===== config.mk =====
export PLATFORM = sky130hd
export DESIGN_NAME = dsa_debug_serial
export DESIGN_NICKNAME = d
export VERILOG_FILES = /design/src/verilog/dsa_pkg.sv /design/src/verilog/dsa_baud_if.sv /design/src/verilog/dsa_debug_serial.sv /design/src/verilog/dsa_tx.sv
export SDC_FILE = /design/constraint.sdc
export NUM_CORES = 1
export LEC_CHECK = 0
export BUFFER_PORTS_ARGS = -buffer_cell sky130_fd_sc_hd__buf_2
export CAP_MARGIN = 10
export CORE_ASPECT_RATIO = 0.5
export CORE_MARGIN = 2
export CORE_UTILIZATION = 54
export DETAILED_ROUTE_END_ITERATION = 7
export GPL_TIMING_DRIVEN = 0
export PLACE_DENSITY = 0.78
export SYNTH_ARGS = -nofsm -noshare
export SYNTH_HDL_FRONTEND = slang
export SYNTH_SLANG_ARGS = --single-unit

===== constraint.sdc =====
create_clock -name CLK_IN -period 2.6 [get_ports CLK_IN]
set_input_delay 0.26 -clock CLK_IN [delete_from_list [all_inputs] [get_ports CLK_IN]]
set_output_delay 0.26 -clock CLK_IN [all_outputs]
set_load 0.02 [all_outputs]

===== src/verilog/dsa_pkg.sv =====
// Purpose: shared constants for the debug serial autobaud front end
// Assumes: 20 MHz system clock
// Notes:   all counts are in system clock cycles
package dsa_pkg;
	// -----------------------------------------------------------------
	// framing and rates
	// -----------------------------------------------------------------
	localparam int          DATA_BITS       = 8;
	localparam int          AUTOBAUD_LOWS   = 8;
	localparam int          MIN_RATE_DIV    = 512;
	localparam int          MAX_RATE_DIV    = 4;
	localparam int          PERIOD_W        = $clog2(MIN_RATE_DIV) + 1;
	localparam int          MEAS_W          = PERIOD_W + 3;
	localparam logic [7:0]  CALIB_CHAR      = 8'h80;
	localparam logic [3:0]  BIT_IDX_RESET   = 4'h0;
	localparam logic [3:0]  LAST_DATA_IDX   = 4'h7;

	typedef enum logic [1:0] {DSA_RX_IDLE, DSA_RX_START, DSA_RX_DATA, DSA_RX_STOP} dsa_rx_state_t;
	typedef enum logic [1:0] {DSA_TX_IDLE, DSA_TX_START, DSA_TX_DATA, DSA_TX_STOP} dsa_tx_state_t;
endpackage : dsa_pkg


===== src/verilog/dsa_baud_if.sv =====
// Purpose: carries the measured bit period between autobaud and transmitter
// Assumes: single clock domain
// Notes:   period is zero until calibration ends
`timescale 1ns/1ns
interface dsa_baud_if;
	logic [dsa_pkg::PERIOD_W-1:0] period;
	logic                         locked;
	modport src (output period, output locked);
	modport dst (input  period, input  locked);
endinterface : dsa_baud_if


===== src/verilog/dsa_debug_serial.sv =====
// Purpose: single-wire serial front end of the onchip debug unit with autobaud
// Assumes: host opens with the calibration character after every reset
// Notes:   pin input passes two flip-flops before use
//
// How it works
// Characters are one low start bit, eight data bits lsb first, then one high stop bit.
// After reset nothing is sent or received until the low run of the host's first character has been measured.
// The host sends 80H first so the bit rate can be measured.
// The low run of the first character, start plus seven data bits, is timed and sets the bit period.
// Measurement and bit timing both count system clock cycles.
// The period counter is wide enough for clock divided by 512.
// The host should keep below clock divided by 8.
// Reception works up to clock divided by 4 on clean lines.
// A low debug pin while in stop mode requests a full system reset.
// The line idles high; start is low and stop is high for one bit period each.
// Data bits are sampled at the middle of their period from the measured interval.
`timescale 1ns/1ns
module dsa_debug_serial
	import dsa_pkg::*;
(
	// clock and reset
	input  wire logic       CLK_IN,
	input  wire logic       RESET_IN,
	input  wire logic       CE_IN,
	// debug serial pin
	input  wire logic       DEBUG_SERIAL_PIN_IN,
	output logic            DEBUG_SERIAL_PIN_OUT,
	output logic            DEBUG_SERIAL_PIN_OE_N_OUT,
	// power state
	input  wire logic       STOP_MODE_IN,
	output logic            SYS_RESET_REQ_OUT,
	// received characters
	output logic [7:0]      RX_DATA_OUT,
	output logic            RX_VALID_OUT,
	output logic            RX_FRAME_ERR_OUT,
	// characters to send
	input  wire logic [7:0] TX_DATA_IN,
	input  wire logic       TX_VALID_IN,
	output logic            TX_READY_OUT,
	// calibration status
	output logic            BAUD_LOCKED_OUT,
	output logic [dsa_pkg::PERIOD_W-1:0] BAUD_PERIOD_OUT
);
	// -----------------------------------------------------------------
	// pin synchroniser
	// -----------------------------------------------------------------
	logic       sync1;
	logic       sync2;
	logic       line_q;
	logic       next_sync1;
	logic       next_sync2;
	logic       next_line_q;

	always_comb
	begin
		next_sync1  = DEBUG_SERIAL_PIN_IN;
		next_sync2  = sync1;
		next_line_q = sync2;
	end

	always_ff @(posedge CLK_IN)
	begin
		if (RESET_IN)
		begin
			sync1  <= 1'b1;
			sync2  <= 1'b1;
			line_q <= 1'b1;
		end
		else if (CE_IN)
		begin
			sync1  <= next_sync1;
			sync2  <= next_sync2;
			line_q <= next_line_q;
		end
	end

	// -----------------------------------------------------------------
	// stop mode wake reset
	// -----------------------------------------------------------------
	logic next_sys_rst;

	always_comb
		next_sys_rst = STOP_MODE_IN && !sync2;

	always_ff @(posedge CLK_IN)
	begin
		if (RESET_IN)
			SYS_RESET_REQ_OUT <= 1'b0;
		else if (CE_IN)
			SYS_RESET_REQ_OUT <= next_sys_rst;
	end

	// -----------------------------------------------------------------
	// autobaud measurement
	// -----------------------------------------------------------------
	dsa_baud_if baud ();
	logic                 locked;
	logic                 next_locked;
	logic                 measuring;
	logic                 next_measuring;
	logic [MEAS_W-1:0]    meas;
	logic [MEAS_W-1:0]    next_meas;
	logic [PERIOD_W-1:0]  period;
	logic [PERIOD_W-1:0]  next_period;
	logic                 fall;

	assign fall = line_q && !sync2;

	always_comb
	begin
		next_locked    = locked;
		next_measuring = measuring;
		next_meas      = meas;
		next_period    = period;
		if (!locked)
		begin
			if (!measuring && fall)
			begin
				next_measuring = 1'b1;
				next_meas      = '0;
			end
			else if (measuring && !sync2)
				next_meas = meas + 1'b1;
			else if (measuring && sync2)
			begin
				// low run is eight bit times, so divide by eight
				next_measuring = 1'b0;
				next_locked    = 1'b1;
				next_period    = meas[MEAS_W-1:$clog2(AUTOBAUD_LOWS)] + 1'b1;
			end
		end
	end

	always_ff @(posedge CLK_IN)
	begin
		if (RESET_IN)
		begin
			locked    <= 1'b0;
			measuring <= 1'b0;
			meas      <= '0;
			period    <= '0;
		end
		else if (CE_IN)
		begin
			locked    <= next_locked;
			measuring <= next_measuring;
			meas      <= next_meas;
			period    <= next_period;
		end
	end

	assign baud.period     = period;
	assign baud.locked     = locked;
	assign BAUD_LOCKED_OUT = locked;
	assign BAUD_PERIOD_OUT = period;

	// -----------------------------------------------------------------
	// receiver
	// -----------------------------------------------------------------
	dsa_rx_state_t        rx_state;
	dsa_rx_state_t        next_rx_state;
	logic [PERIOD_W-1:0]  rx_cnt;
	logic [PERIOD_W-1:0]  next_rx_cnt;
	logic [3:0]           rx_idx;
	logic [3:0]           next_rx_idx;
	logic [7:0]           rx_sh;
	logic [7:0]           next_rx_sh;
	logic [7:0]           next_rx_data;
	logic                 next_rx_valid;
	logic                 next_rx_err;
	logic                 rx_tick;
	logic [PERIOD_W-1:0]  half;

	assign half    = {1'b0, period[PERIOD_W-1:1]};
	assign rx_tick = (rx_cnt == period - 1'b1);

	always_comb
	begin
		next_rx_state = rx_state;
		next_rx_cnt   = rx_tick ? '0 : rx_cnt + 1'b1;
		next_rx_idx   = rx_idx;
		next_rx_sh    = rx_sh;
		next_rx_data  = RX_DATA_OUT;
		next_rx_valid = 1'b0;
		next_rx_err   = 1'b0;
		unique case (rx_state)
			DSA_RX_IDLE:
			begin
				next_rx_cnt = '0;
				if (locked && measuring == 1'b0 && fall)
					next_rx_state = DSA_RX_START;
			end
			DSA_RX_START:
				// wait half a period to land mid bit
				if (rx_cnt == half)
				begin
					next_rx_cnt   = '0;
					next_rx_idx   = BIT_IDX_RESET;
					next_rx_state = sync2 ? DSA_RX_IDLE : DSA_RX_DATA;
				end
			DSA_RX_DATA:
				if (rx_tick)
				begin
					next_rx_sh  = {sync2, rx_sh[7:1]};
					next_rx_idx = rx_idx + 1'b1;
					if (rx_idx == LAST_DATA_IDX)
						next_rx_state = DSA_RX_STOP;
				end
			DSA_RX_STOP:
				if (rx_tick)
				begin
					next_rx_state = DSA_RX_IDLE;
					next_rx_data  = rx_sh;
					next_rx_valid = sync2;
					next_rx_err   = !sync2;
				end
		endcase
	end

	always_ff @(posedge CLK_IN)
	begin
		if (RESET_IN)
		begin
			rx_state         <= DSA_RX_IDLE;
			rx_cnt           <= '0;
			rx_idx           <= BIT_IDX_RESET;
			rx_sh            <= 8'h00;
			RX_DATA_OUT      <= 8'h00;
			RX_VALID_OUT     <= 1'b0;
			RX_FRAME_ERR_OUT <= 1'b0;
		end
		else if (CE_IN)
		begin
			rx_state         <= next_rx_state;
			rx_cnt           <= next_rx_cnt;
			rx_idx           <= next_rx_idx;
			rx_sh            <= next_rx_sh;
			RX_DATA_OUT      <= next_rx_data;
			RX_VALID_OUT     <= next_rx_valid;
			RX_FRAME_ERR_OUT <= next_rx_err;
		end
	end

	// -----------------------------------------------------------------
	// transmitter
	// -----------------------------------------------------------------
	dsa_tx u_tx (
		.clk      (CLK_IN),
		.rst      (RESET_IN),
		.ce       (CE_IN),
		.baud     (baud.dst),
		.valid    (TX_VALID_IN),
		.data     (TX_DATA_IN),
		.ready    (TX_READY_OUT),
		.pin_o    (DEBUG_SERIAL_PIN_OUT),
		.pin_oe_n (DEBUG_SERIAL_PIN_OE_N_OUT)
	);
endmodule : dsa_debug_serial


===== src/verilog/dsa_tx.sv =====
// Purpose: character transmitter for the debug serial pin
// Assumes: period comes from the autobaud measurement
// Notes:   output enable low while driving
`timescale 1ns/1ns
module dsa_tx
	import dsa_pkg::*;
(
	input  wire logic  clk,
	input  wire logic  rst,
	input  wire logic  ce,
	dsa_baud_if.dst    baud,
	input  wire logic  valid,
	input  wire logic  [7:0] data,
	output logic       ready,
	output logic       pin_o,
	output logic       pin_oe_n
);
	dsa_tx_state_t                state;
	dsa_tx_state_t                next_state;
	logic          [PERIOD_W-1:0] cnt;
	logic          [PERIOD_W-1:0] next_cnt;
	logic          [3:0]          idx;
	logic          [3:0]          next_idx;
	logic          [7:0]          shreg;
	logic          [7:0]          next_shreg;
	logic                         tick;
	logic                         next_pin_o;
	logic                         next_pin_oe_n;

	assign tick  = (cnt == baud.period - 1'b1);
	assign ready = (state == DSA_TX_IDLE) && baud.locked;

	always_comb
	begin
		next_state = state;
		next_cnt   = tick ? '0 : cnt + 1'b1;
		next_idx   = idx;
		next_shreg = shreg;
		unique case (state)
			DSA_TX_IDLE:
			begin
				next_cnt = '0;
				if (valid && ready)
				begin
					next_shreg = data;
					next_state = DSA_TX_START;
				end
			end
			DSA_TX_START:
				if (tick)
				begin
					next_state = DSA_TX_DATA;
					next_idx   = BIT_IDX_RESET;
				end
			DSA_TX_DATA:
				if (tick)
				begin
					next_shreg = {1'b1, shreg[7:1]};
					next_idx   = idx + 1'b1;
					if (idx == LAST_DATA_IDX)
						next_state = DSA_TX_STOP;
				end
			DSA_TX_STOP:
				if (tick)
					next_state = DSA_TX_IDLE;
		endcase
		// low start, lsb first data, high stop, released when idle
		next_pin_o    = (next_state == DSA_TX_START) ? 1'b0 :
		                (next_state == DSA_TX_DATA)  ? next_shreg[0] : 1'b1;
		next_pin_oe_n = (next_state == DSA_TX_IDLE);
	end

	always_ff @(posedge clk)
	begin
		if (rst)
		begin
			state    <= DSA_TX_IDLE;
			cnt      <= '0;
			idx      <= BIT_IDX_RESET;
			shreg    <= 8'hFF;
			pin_o    <= 1'b1;
			pin_oe_n <= 1'b1;
		end
		else if (ce)
		begin
			state    <= next_state;
			cnt      <= next_cnt;
			idx      <= next_idx;
			shreg    <= next_shreg;
			pin_o    <= next_pin_o;
			pin_oe_n <= next_pin_oe_n;
		end
	end
endmodule : dsa_tx

==> results of run 1 <==
-- cells in the final DEF, fill, tap and decap left out, types with 5 or more instances in the layout --
cell type	instances
clkbuf_1	24
inv_1	13
and3_1	10
a21o_1	7
buf_2	38
a31oi_1	17
nand2_1	44
xnor2_1	26
dfxtp_1	83
mux2i_1	23
buf_4	29
ha_1	7
and2_1	5
buf_6	5
a21oi_1	20
o21ai_0	18
nand3_1	27
a211oi_1	13
nor2b_1	5
o211ai_1	12
xor2_1	33
nor3_1	8
nand4_1	13
nor2_1	75
clkbuf_16	9
-- power breakdown --
part           internal (W)  switching, W
Combinational      0.000163      0.000253
Sequential          0.00138     0.0000255
Clock              0.000687      0.000630
-- per-stage QoR --
step | std cells | setup TNS, ns
3_5_place_dp | 739 | -6.35
6_report | 781 | -0.656
3_3_place_gp | 739 | -4.87
4_1_cts | 773 | -0.123
5_1_grt | 781 | -2.63
2_1_floorplan | 586 | -0.110
-- timing repair --
action,4_1_cts,5_1_grt
endpoints found under the hold margin,0,0
setup endpoints to repair,49,57
gates cloned,0,1
resized for setup,16,21
setup buffers,22,8
pin swaps,11,17
-- routing by layer --
layer  GRT usage [%]  up-vias  share of wire [%]
met2            41.9      262                 45
li1                -     2244                  -
met4            10.2        0                2.8
met5               0        -                  0
met3            6.55       54                9.0
met1            34.9     2235                 43
-- area by class of cell --
cell class                      count  share of cell area, %
Multi-Input combinational cell    445                   51.6
Inverter                           13                  0.821
Clock buffer                        9                   3.79
Buffer                             34                   2.82
Sequential cell                    89                   30.2
Clock inverter                      7                   1.28
Timing Repair Buffer               67                   7.03
Tap cell                          117                   2.46
-- worst min-delay path by stage --
stage / startpoint / end / cells past startpoint
global route: DEBUG_SERIAL_PIN_IN / next_sync2 / 3
finish: DEBUG_SERIAL_PIN_IN / next_sync2 / 3
floorplan: DEBUG_SERIAL_PIN_IN / next_sync2 / 2
detailed placement: next_sync2 / next_sync2 / 2
global placement: next_sync2 / next_sync2 / 2
CTS: DEBUG_SERIAL_PIN_IN / next_sync2 / 3
-- worst register-to-register path: stages (launching register included) --
cell and delay [ns]:
dfxtp_4 0.35, or4_4 0.56, nor4b_4 0.37, xnor2_2 0.19, nor4_4 0.08, buf_4 0.17
buf_4 0.16, a211oi_4 0.25, buf_6 0.17, nand2_1 0.08, a31oi_1 0.21
-- state kept, by name (all words and copies together) (netlist names), named ones only --
signal             count
line_q                 1
SYS_RESET_REQ_OUT      1
u_tx.cnt              10
rx_idx                 4
next_line_q            1
rx_state               1
u_tx.state             2
rx_sh                  8
rx_cnt                10
BAUD_PERIOD_OUT       10
u_tx.idx               4
RX_DATA_OUT            8
meas                  13
u_tx.pin_o             1
RX_FRAME_ERR_OUT       1
measuring              1
u_tx.shreg             8
u_tx.pin_oe_n          1
BAUD_LOCKED_OUT        1
RX_VALID_OUT           1
next_sync2             1
-- cells by family after synthesis --
| group | share of synthesized area (%) |
|---|---|
| DFF | 36.1 |
| adders and majority gates | 1.77 |
| muxes | 5.12 |
| and+or+nand+nor | 25.0 |
| AOI/OAI and AO/OA | 16.8 |
| buffers and inverters | 4.28 |
| xor gates and xnor gates | 11.0 |
==> impl_metrics.yaml, run 1 <==
outcome:
  status: "finished with violations"
  violations: "negative setup slack"
worst_setup_path:
  cp-start-kind: "register"
  crit_chain: "or4_4, nor4b_4, xnor2_2, nor4_4, buf_4, buf_4, a211oi_4, buf_6, nand2_1, a31oi_1"
  reg2reg_slack_ns: -0.08
  cpMostUsedCell: "buf_4"
  cp-end-kind: "register"
  crit_slowest_cell: "or4_4"
  crit_arrival_ns: 2.93
  required_ns: 2.86
  critPathTopFamily: "simple AND/OR/NAND/NOR gates"
  worst-path-buf-inv: 3
  setup.worst_path.start: "BAUD_PERIOD_OUT[4]"
  regToRegStartpoint: "BAUD_PERIOD_OUT[4]"
  cp_num_cells: 10
  rr_endpoint: "rx_cnt[9]"
  critPathMaxStageDelay_ns: 0.56
  critical_path_class: "register to register"
  endpoint: "rx_cnt[9]"
  critical_path_peak_fanout: 7
  reg2reg_depth: 10
yosys:
  synth-main-ff-cell: "dfxtp_1"
  ys_ff_latch: 89
  yosysTopAreaCell: "dfxtp_1"
  synth_nets: 607
  netlist_instances: 586
  ys_types: 59
  synth_top_area_share_pct: 36.1
  syn-cell-area_sq_um: 4940
  synth_enable_flop_cells: 0
  ys_warn_count: 0
  post-synth-top-count-cell: "dfxtp_1"
  syn_avg_cell_area_sq_um: 8.43
  async_flop_share_pct: 0
  yosys-top-cells-count: "89 x dfxtp_1, 75 x nor2_1, 45 x nand2_1, 34 x xor2_1, 30 x clkbuf_1"
  synthTopCellsByArea: "dfxtp_1 36%, xor2_1 6.0%, nor2_1 5.7%"
  synth_seq_area_share_pct: 36.1
cts:
  htreeDepth: 3
  cts_tree: "built"
  clock_path_buffers: 2
  path_clk_slew_ns: 0.07
  cts_buffers: 9
  clkSinkCount: 89
  ctsHoldBuffers: 0
  root_buffer: "clkbuf_16"
  clkLatencyLatePin_ns: 0.36
layout:
  utilization_pct: 67.6
  nets: 680
  fin_area_sq_um: 5940
  n_fill_cell: 679
  antenna_cells: 0
  drive_gt1_share_pct: 20.0
  area_delta_synth_final_pct: 20.4
  multi_input_area_sq_um: 3070
  seqCellArea_sq_um: 1800
sta:
  max_freq_mhz: 373
  rsz0062_at_grt: "true"
  max_slew_margin_pct: 48.0
  fin_crit_sh_pct: 103
  maxSlewViolCount: 0
  finalCriticalPeriod_ns: 2.68
  setup_slack_ns: -0.0792
  whs_ns: 0.124
  setup_violations: 21
  worstMarginPinSlew_ns: 0.778
  finalHoldViolations: 0
  finClkSkew_ns: 0.00860
grt:
  grt_pass1_wl_mm: 20.8
  grtUsageTotal_pct: 26.3
  grt_overflow: 0
  antenna_found_initial: 0
  grt_pass1_vias: 4259
  grt_max_degree: 20
power_and_ir_drop:
  p_per_area_nw_per_um2: 529
  irDropWorstVdd_mv: 0.342
  finalPower_w: 0.00314
  leakagePower_nw: 2.55
floorplan:
  core_sq_um: 8800
  io-pin-count: 39
  die_h_um: 71.6
  fp-row-count: 24
  die_area_sq_um: 9970
  initial_core_util_pct: 56.1
  die_w_um: 139
drt:
  viasPerCell: 6.14
  antenna_left: 0
  vias: 4795
  drtPass1Iterations: 5
  dr.first_iter.drc_count: 478
  drc: 0
  wirelength_mm: 13.3
  wl_per_cell_um: 17.1
hold_path:
  hold_path.class: "input pin to register"
placement:
  gp_congestion: 0.884
  place.port_buffers: 36
  post-place-ws_ns: -0.312
  placed_cell_area_sq_um: 5310
  dp_hpwl_mm: 8.59
job:
  drv_cap: 0
Note: power is estimated with default switching activity, not from simulation.
==> run 2, diff against run 1 <==
--- a/config.mk
+++ b/config.mk
@@ -10,6 +10,7 @@
 export CORE_ASPECT_RATIO = 0.5
 export CORE_MARGIN = 2
 export CORE_UTILIZATION = 54
+export CTS_CLUSTER_SIZE = 10
 export DETAILED_ROUTE_END_ITERATION = 7
 export GPL_TIMING_DRIVEN = 0
 export PLACE_DENSITY = 0.78
==> constraint.sdc (replaced) <==
create_clock -name CLK_IN -period 2.6 [get_ports CLK_IN]
set_input_delay 0.13 -clock CLK_IN [delete_from_list [all_inputs] [get_ports CLK_IN]]
set_output_delay 0.13 -clock CLK_IN [all_outputs]
set_load 0.02 [all_outputs]
==> impl_metrics.yaml, run 2 (synthesized netlist as in run 1, its figures left out) <==
outcome:
  status: "finished with violations"
  violations: "negative setup slack"
sta:
  fin_crit_sh_pct: 103
  worstMarginPinSlew_ns: 0.836
  setup_tns_ns: -0.558
  maxSlewViolCount: 0
  setup_slack_ns: -0.0730
  finClkSkew_ns: 0.00875
  rsz0062_at_grt: "true"
  setup_violations: 19
  whs_ns: 0.0161
  finalCriticalPeriod_ns: 2.67
  finalHoldViolations: 0
  max_slew_margin_pct: 44.1
  max_freq_mhz: 374
worst_setup_path:
  reg2reg_slack_ns: -0.07
  rr_endpoint: "rx_cnt[9]"
  required_ns: 2.86
  critical_path_class: "register to register"
  crit_arrival_ns: 2.93
  cp-start-kind: "register"
  reg2reg_depth: 10
  critical_path_peak_fanout: 7
  regToRegStartpoint: "BAUD_PERIOD_OUT[4]"
  cp-end-kind: "register"
drt:
  met2_wirelength_mm: 6.11
  dr.first_iter.drc_count: 585
  wl_met1_mm: 5.73
  drtPass1Iterations: 5
  wl_met3_mm: 1.20
  antenna_left: 0
  maxUsedRoutingLayer: "met4"
  wirelength_mm: 13.4
  drc: 0
  vias: 4801
  viasPerCell: 6.14
  wl_per_cell_um: 17.1
grt:
  grt_max_degree: 20
  grt_pass1_wl_mm: 20.9
  grt_pass1_vias: 4265
  grt_overflow: 0
  antenna_found_initial: 0
  grtUsageTotal_pct: 26.3
layout:
  mostFrequentLayoutCells: "83 x dfxtp_1, 75 x nor2_1, 44 x nand2_1, 38 x buf_2, 33 x xor2_1"
  antenna_cells: 0
  fin_area_sq_um: 5950
  area_delta_synth_final_pct: 20.6
  regMostFlops: "meas"
  final_cells: 782
  drive_gt1_share_pct: 20.0
  largest_register_ffs: 13
  layout_commonest_cell: "dfxtp_1"
  nets: 681
hold_path:
  hold_path.class: "input pin to register"
  hold_depth: 3
  holdPathEnd: "SYS_RESET_REQ_OUT"
  hold_start: "STOP_MODE_IN"
placement:
  place.port_buffers: 36
  placed_cells: 739
  dp_hpwl_mm: 8.59
  placed_cell_area_sq_um: 5310
  gp_congestion: 0.884
  post-place-ws_ns: -0.312
floorplan:
  die_w_um: 139
  fp-row-count: 24
  die_h_um: 71.6
  io-pin-count: 39
  initial_core_util_pct: 56.1
  die_area_sq_um: 9970
  core_sq_um: 8800
cts:
  path_clk_slew_ns: 0.07
  root_buffer: "clkbuf_16"
  clock_path_buffers: 2
  cts_tree: "built"
  cts_buffers: 9
  clkSinkCount: 89
  clkLatencyLatePin_ns: 0.36
  htreeDepth: 3
job:
  drv_cap: 0
power_and_ir_drop:
  leakagePower_nw: 2.56
  p_per_area_nw_per_um2: 528
  irDropWorstVdd_mv: 0.339
[run 2: changes by cell type in the layout (fill, tap and decap cells not counted), sizes merged]
cell,delta
dlygate4sd3,+1
[run 2: how the worst max path moves through the flow]
stage                             startpoint              to  slack, ns  cells after the start
after floorplan           BAUD_PERIOD_OUT[4]       rx_idx[2]      -0.04                      8
after global placement    BAUD_PERIOD_OUT[5]       rx_idx[3]      -0.27                      9
after detailed placement  BAUD_PERIOD_OUT[5]       rx_idx[3]      -0.31                      9
after CTS                 BAUD_PERIOD_OUT[2]     u_tx.idx[2]      -0.08                      8
after global routing      BAUD_PERIOD_OUT[4]  RX_DATA_OUT[6]      -0.15                      9
final                     BAUD_PERIOD_OUT[4]       rx_cnt[9]      -0.07                     10
[run 2: what timing repair did]
| action | 4_1_cts | 5_1_grt |
|---|---|---|
| pin swaps | 11 | 17 |
| cloned | 0 | 1 |
| hold buffers | 1 | 0 |
| resized for setup | 16 | 21 |
| setup endpoints to repair | 49 | 57 |
| endpoints found under the hold margin | 1 | 0 |
| buffers inserted | 22 | 8 |
[run 2: layer usage]
layer	vias to the layer above	global-route usage (%)
li1	2244	-
met1	2268	34.9
met2	249	42.0
met3	40	6.55
met4	0	10.2
met5	-	0
[run 2: final cells by class]
| class | instances | area [sq um] |
|---|---|---|
| Fill cell | 680 | 2840 |
| Buffer | 34 | 168 |
| Clock buffer | 9 | 225 |
| Sequential cell | 89 | 1800 |
| Inverter | 13 | 48.8 |
| Tap cell | 117 | 146 |
| Clock inverter | 7 | 76.3 |
| Multi-Input combinational cell | 445 | 3070 |
| Timing Repair Buffer | 68 | 428 |
[run 2: report_power, final]
group / switching, W / internal, W
Clock: 0.000627 / 0.000687
Combinational: 0.000254 / 0.000164
Sequential: 0.0000256 / 0.00138
[run 2: metrics by stage]
stage	power, W	utilization (%)
after floorplan	0.00170	-
after global placement	0.00178	60.3
after detailed placement	0.00179	60.3
after CTS	0.00312	66.1
after global routing	0.00325	67.7
final	0.00314	67.7
[run 2: critical path: stages (launching register included)]
cell      delay (ns)
dfxtp_4         0.35
or4_4           0.56
nor4b_4         0.37
xnor2_2         0.19
nor4_4          0.08
buf_4           0.17
buf_4           0.16
a211oi_4        0.25
buf_6           0.17
nand2_1         0.08
a31oi_1         0.20
==> run 3, diff against run 2 <==
--- a/config.mk
+++ b/config.mk
@@ -5,15 +5,16 @@
 export SDC_FILE = /design/constraint.sdc
 export NUM_CORES = 1
 export LEC_CHECK = 0
+export ABC_AREA = 1
 export BUFFER_PORTS_ARGS = -buffer_cell sky130_fd_sc_hd__buf_2
 export CAP_MARGIN = 10
 export CORE_ASPECT_RATIO = 0.5
 export CORE_MARGIN = 2
-export CORE_UTILIZATION = 54
+export CORE_UTILIZATION = 55
 export CTS_CLUSTER_SIZE = 10
 export DETAILED_ROUTE_END_ITERATION = 7
 export GPL_TIMING_DRIVEN = 0
-export PLACE_DENSITY = 0.78
+export PLACE_DENSITY = 0.79
 export SYNTH_ARGS = -nofsm -noshare
 export SYNTH_HDL_FRONTEND = slang
 export SYNTH_SLANG_ARGS = --single-unit
==> impl_metrics.yaml, run 3 <==
outcome:
  status: "completed"
cts:
  clock_path_buffers: 2
  root_buffer: "clkbuf_16"
  cts_buffers: 9
  post_cts_buffers: 0
  cts_tree: "built"
  path_clk_slew_ns: 0.07
  htreeDepth: 3
  clkLatencyLatePin_ns: 0.35
  clkSinkCount: 89
drt:
  drc: 0
  wirelength_mm: 12.7
  antenna_left: 0
  vias: 4950
  viasPerCell: 5.48
  wl_per_cell_um: 14.1
  drtPass1Iterations: 4
  dr.first_iter.drc_count: 488
floorplan:
  die_area_sq_um: 9900
  die_w_um: 139
  io-pin-count: 39
  die_h_um: 71.4
  initial_core_util_pct: 56.9
  fp-row-count: 24
  core_sq_um: 8770
worst_setup_path:
  cp-end-kind: "register"
  critPathMaxStageDelay_ns: 0.39
  crit_chain: "inv_1, ha_2, inv_1, nand2_1, nand2_1, nor2_1, nand3_1, nor2_2, nand2_1, nor2_2, nand3_4, nor3_4, inv_1, o21ai_2, nor2_1"
  required_ns: 2.84
  crit_slowest_cell: "dfxtp_2"
  cp-start-kind: "register"
  critical_path_peak_fanout: 7
  critical_path_class: "register to register"
  crit_arrival_ns: 2.64
yosys:
  synth-main-ff-cell: "dfxtp_1"
  ys_ff_latch: 89
  post-synth-top-count-cell: "nand2_1"
  syn-cell-area_sq_um: 4990
  ys_warn_count: 0
  synth_nets: 754
  yosysTopAreaCell: "dfxtp_1"
  synth_top_area_share_pct: 35.7
  netlist_instances: 733
  syn_avg_cell_area_sq_um: 6.81
  yosys-top-cells-count: "159 x nand2_1, 89 x dfxtp_1, 82 x nor2_1, 77 x inv_1, 57 x a21oi_1"
  async_flop_share_pct: 0
  ys_types: 45
  synth_enable_flop_cells: 0
  synthTopCellsByArea: "dfxtp_1 36%, nand2_1 12%, nor2_1 6.2%"
  synth_seq_area_share_pct: 35.7
sta:
  setup_violations: 0
  maxSlewViolCount: 0
  finClkSkew_ns: 0.00694
  max_slew_margin_pct: 53.9
  finalHoldViolations: 0
  fin_crit_sh_pct: 92.4
  rsz0062_at_grt: "false"
  setup_tns_ns: 0
  max_freq_mhz: 416
  finalCriticalPeriod_ns: 2.40
  worstMarginPinSlew_ns: 0.689
layout:
  area_delta_synth_final_pct: 13.6
  n_fill_cell: 772
  drive_gt1_share_pct: 14.9
  seqCellArea_sq_um: 1780
  multi_input_area_sq_um: 2790
  largest_register_ffs: 13
  nets: 802
  regMostFlops: "meas"
  antenna_cells: 0
  layout_commonest_cell: "nand2_1"
  mostFrequentLayoutCells: "159 x nand2_1, 87 x dfxtp_1, 82 x nor2_1, 77 x inv_1, 56 x a21oi_1"
placement:
  place.port_buffers: 36
  dp_hpwl_mm: 9.22
  gp_congestion: 0.972
grt:
  grt_overflow: 0
  grtUsageTotal_pct: 25.6
  grt_max_degree: 17
  grt_pass1_vias: 4343
  antenna_found_initial: 0
  grt_pass1_wl_mm: 20.4
power_and_ir_drop:
  finalPower_w: 0.00308
  irDropWorstVdd_mv: 0.329
  p_per_area_nw_per_um2: 544
  leakagePower_nw: 2.55
job:
  drv_cap: 0
hold_path:
  hold_path.class: "input pin to register"
run 3: cell types whose count changed in the layout (fill, tap and decap cells not counted), moves of 14 or more:
cell | previous run | this run
o21ai_1 | 1 | 26
xor2_1 | 33 | 19
a21oi_1 | 20 | 56
inv_1 | 13 | 77
buf_4 | 29 | 1
o21ai_0 | 18 | 38
mux2i_1 | 23 | 0
xnor2_1 | 26 | 4
a31oi_1 | 17 | 1
nand2_1 | 44 | 159
nand3_1 | 27 | 55
run 3: logic make-up after synthesis:
| logic type | after synthesis | synth area share (%) |
|---|---|---|
| AND/OR/NAND/NOR | 371 | 35.1 |
| AO/OA/AOI/OAI | 135 | 14.4 |
| buffers and inverters | 107 | 8.67 |
| flip-flops | 89 | 35.7 |
| XOR/XNOR | 24 | 4.36 |
| adder cells (fa/ha/maj) | 7 | 1.75 |
run 3: critical path, delay by kind of cell (launching register included):
kind	cells	cell delay, ns
adder cells (fa/ha/maj)	1	0.34
flip-flops	1	0.39
AND/OR/NAND/NOR	10	1.14
AO/OA/AOI/OAI	1	0.17
buffers and inverters	3	0.27
run 3: through the flow:
step                utilization (%)  std cells  hold slack, ns  cell area, sq um  setup WS, ns
global placement               60.6        886           0.354              5320         0.209
floorplan                         -        733           0.256              4990         0.380
global route                   64.6        903          0.0322              5670      0.000278
finish                         64.6        903          0.0132              5670         0.199
CTS                            64.5        903          0.0125              5660         0.152
detailed placement             60.6        886           0.362              5320         0.180
run 3: what timing repair did:
item                                    4_1_cts  5_1_grt
endpoints found under the hold margin         1        0
hold buffers                                  1        0
resized for setup                             0        5
endpoints found under the setup margin        0       34
run 3: routing by layer:
metal	up-vias	share of wire [%]	global-route usage, %
li1	2488	-	-
met1	2261	47	34.2
met2	183	45	42.3
met3	18	7.3	6.08
met4	0	0.95	6.73
met5	-	0	0
run 3: worst paths after layout:
kind,startpoint,end,slack (ns),cells after the start
setup reg to reg,BAUD_PERIOD_OUT[1],u_tx.idx[3],0.20,15
hold / removal,TX_DATA_IN[7],u_tx.shreg[7],0.01,3
setup / recovery,BAUD_PERIOD_OUT[1],u_tx.idx[3],0.20,15
hold reg to reg,next_sync2,next_sync2,0.46,2
run 3: cell type report:
type                            count  area share [%]
Buffer                             19            1.79
Multi-Input combinational cell    537            49.2
Tap cell                          117            2.58
Clock inverter                      6            1.74
Clock buffer                       10            4.04
Inverter                           88            5.85
Timing Repair Buffer               37            3.36
Sequential cell                    89            31.5
run 3: power by group:
part	total [W]	switching, W	internal, W
sequential	0.00139	0.0000161	0.00138
combinational	0.000247	0.000171	0.0000762
clock	0.00144	0.000585	0.000858
total	0.00308	0.000772	0.00231
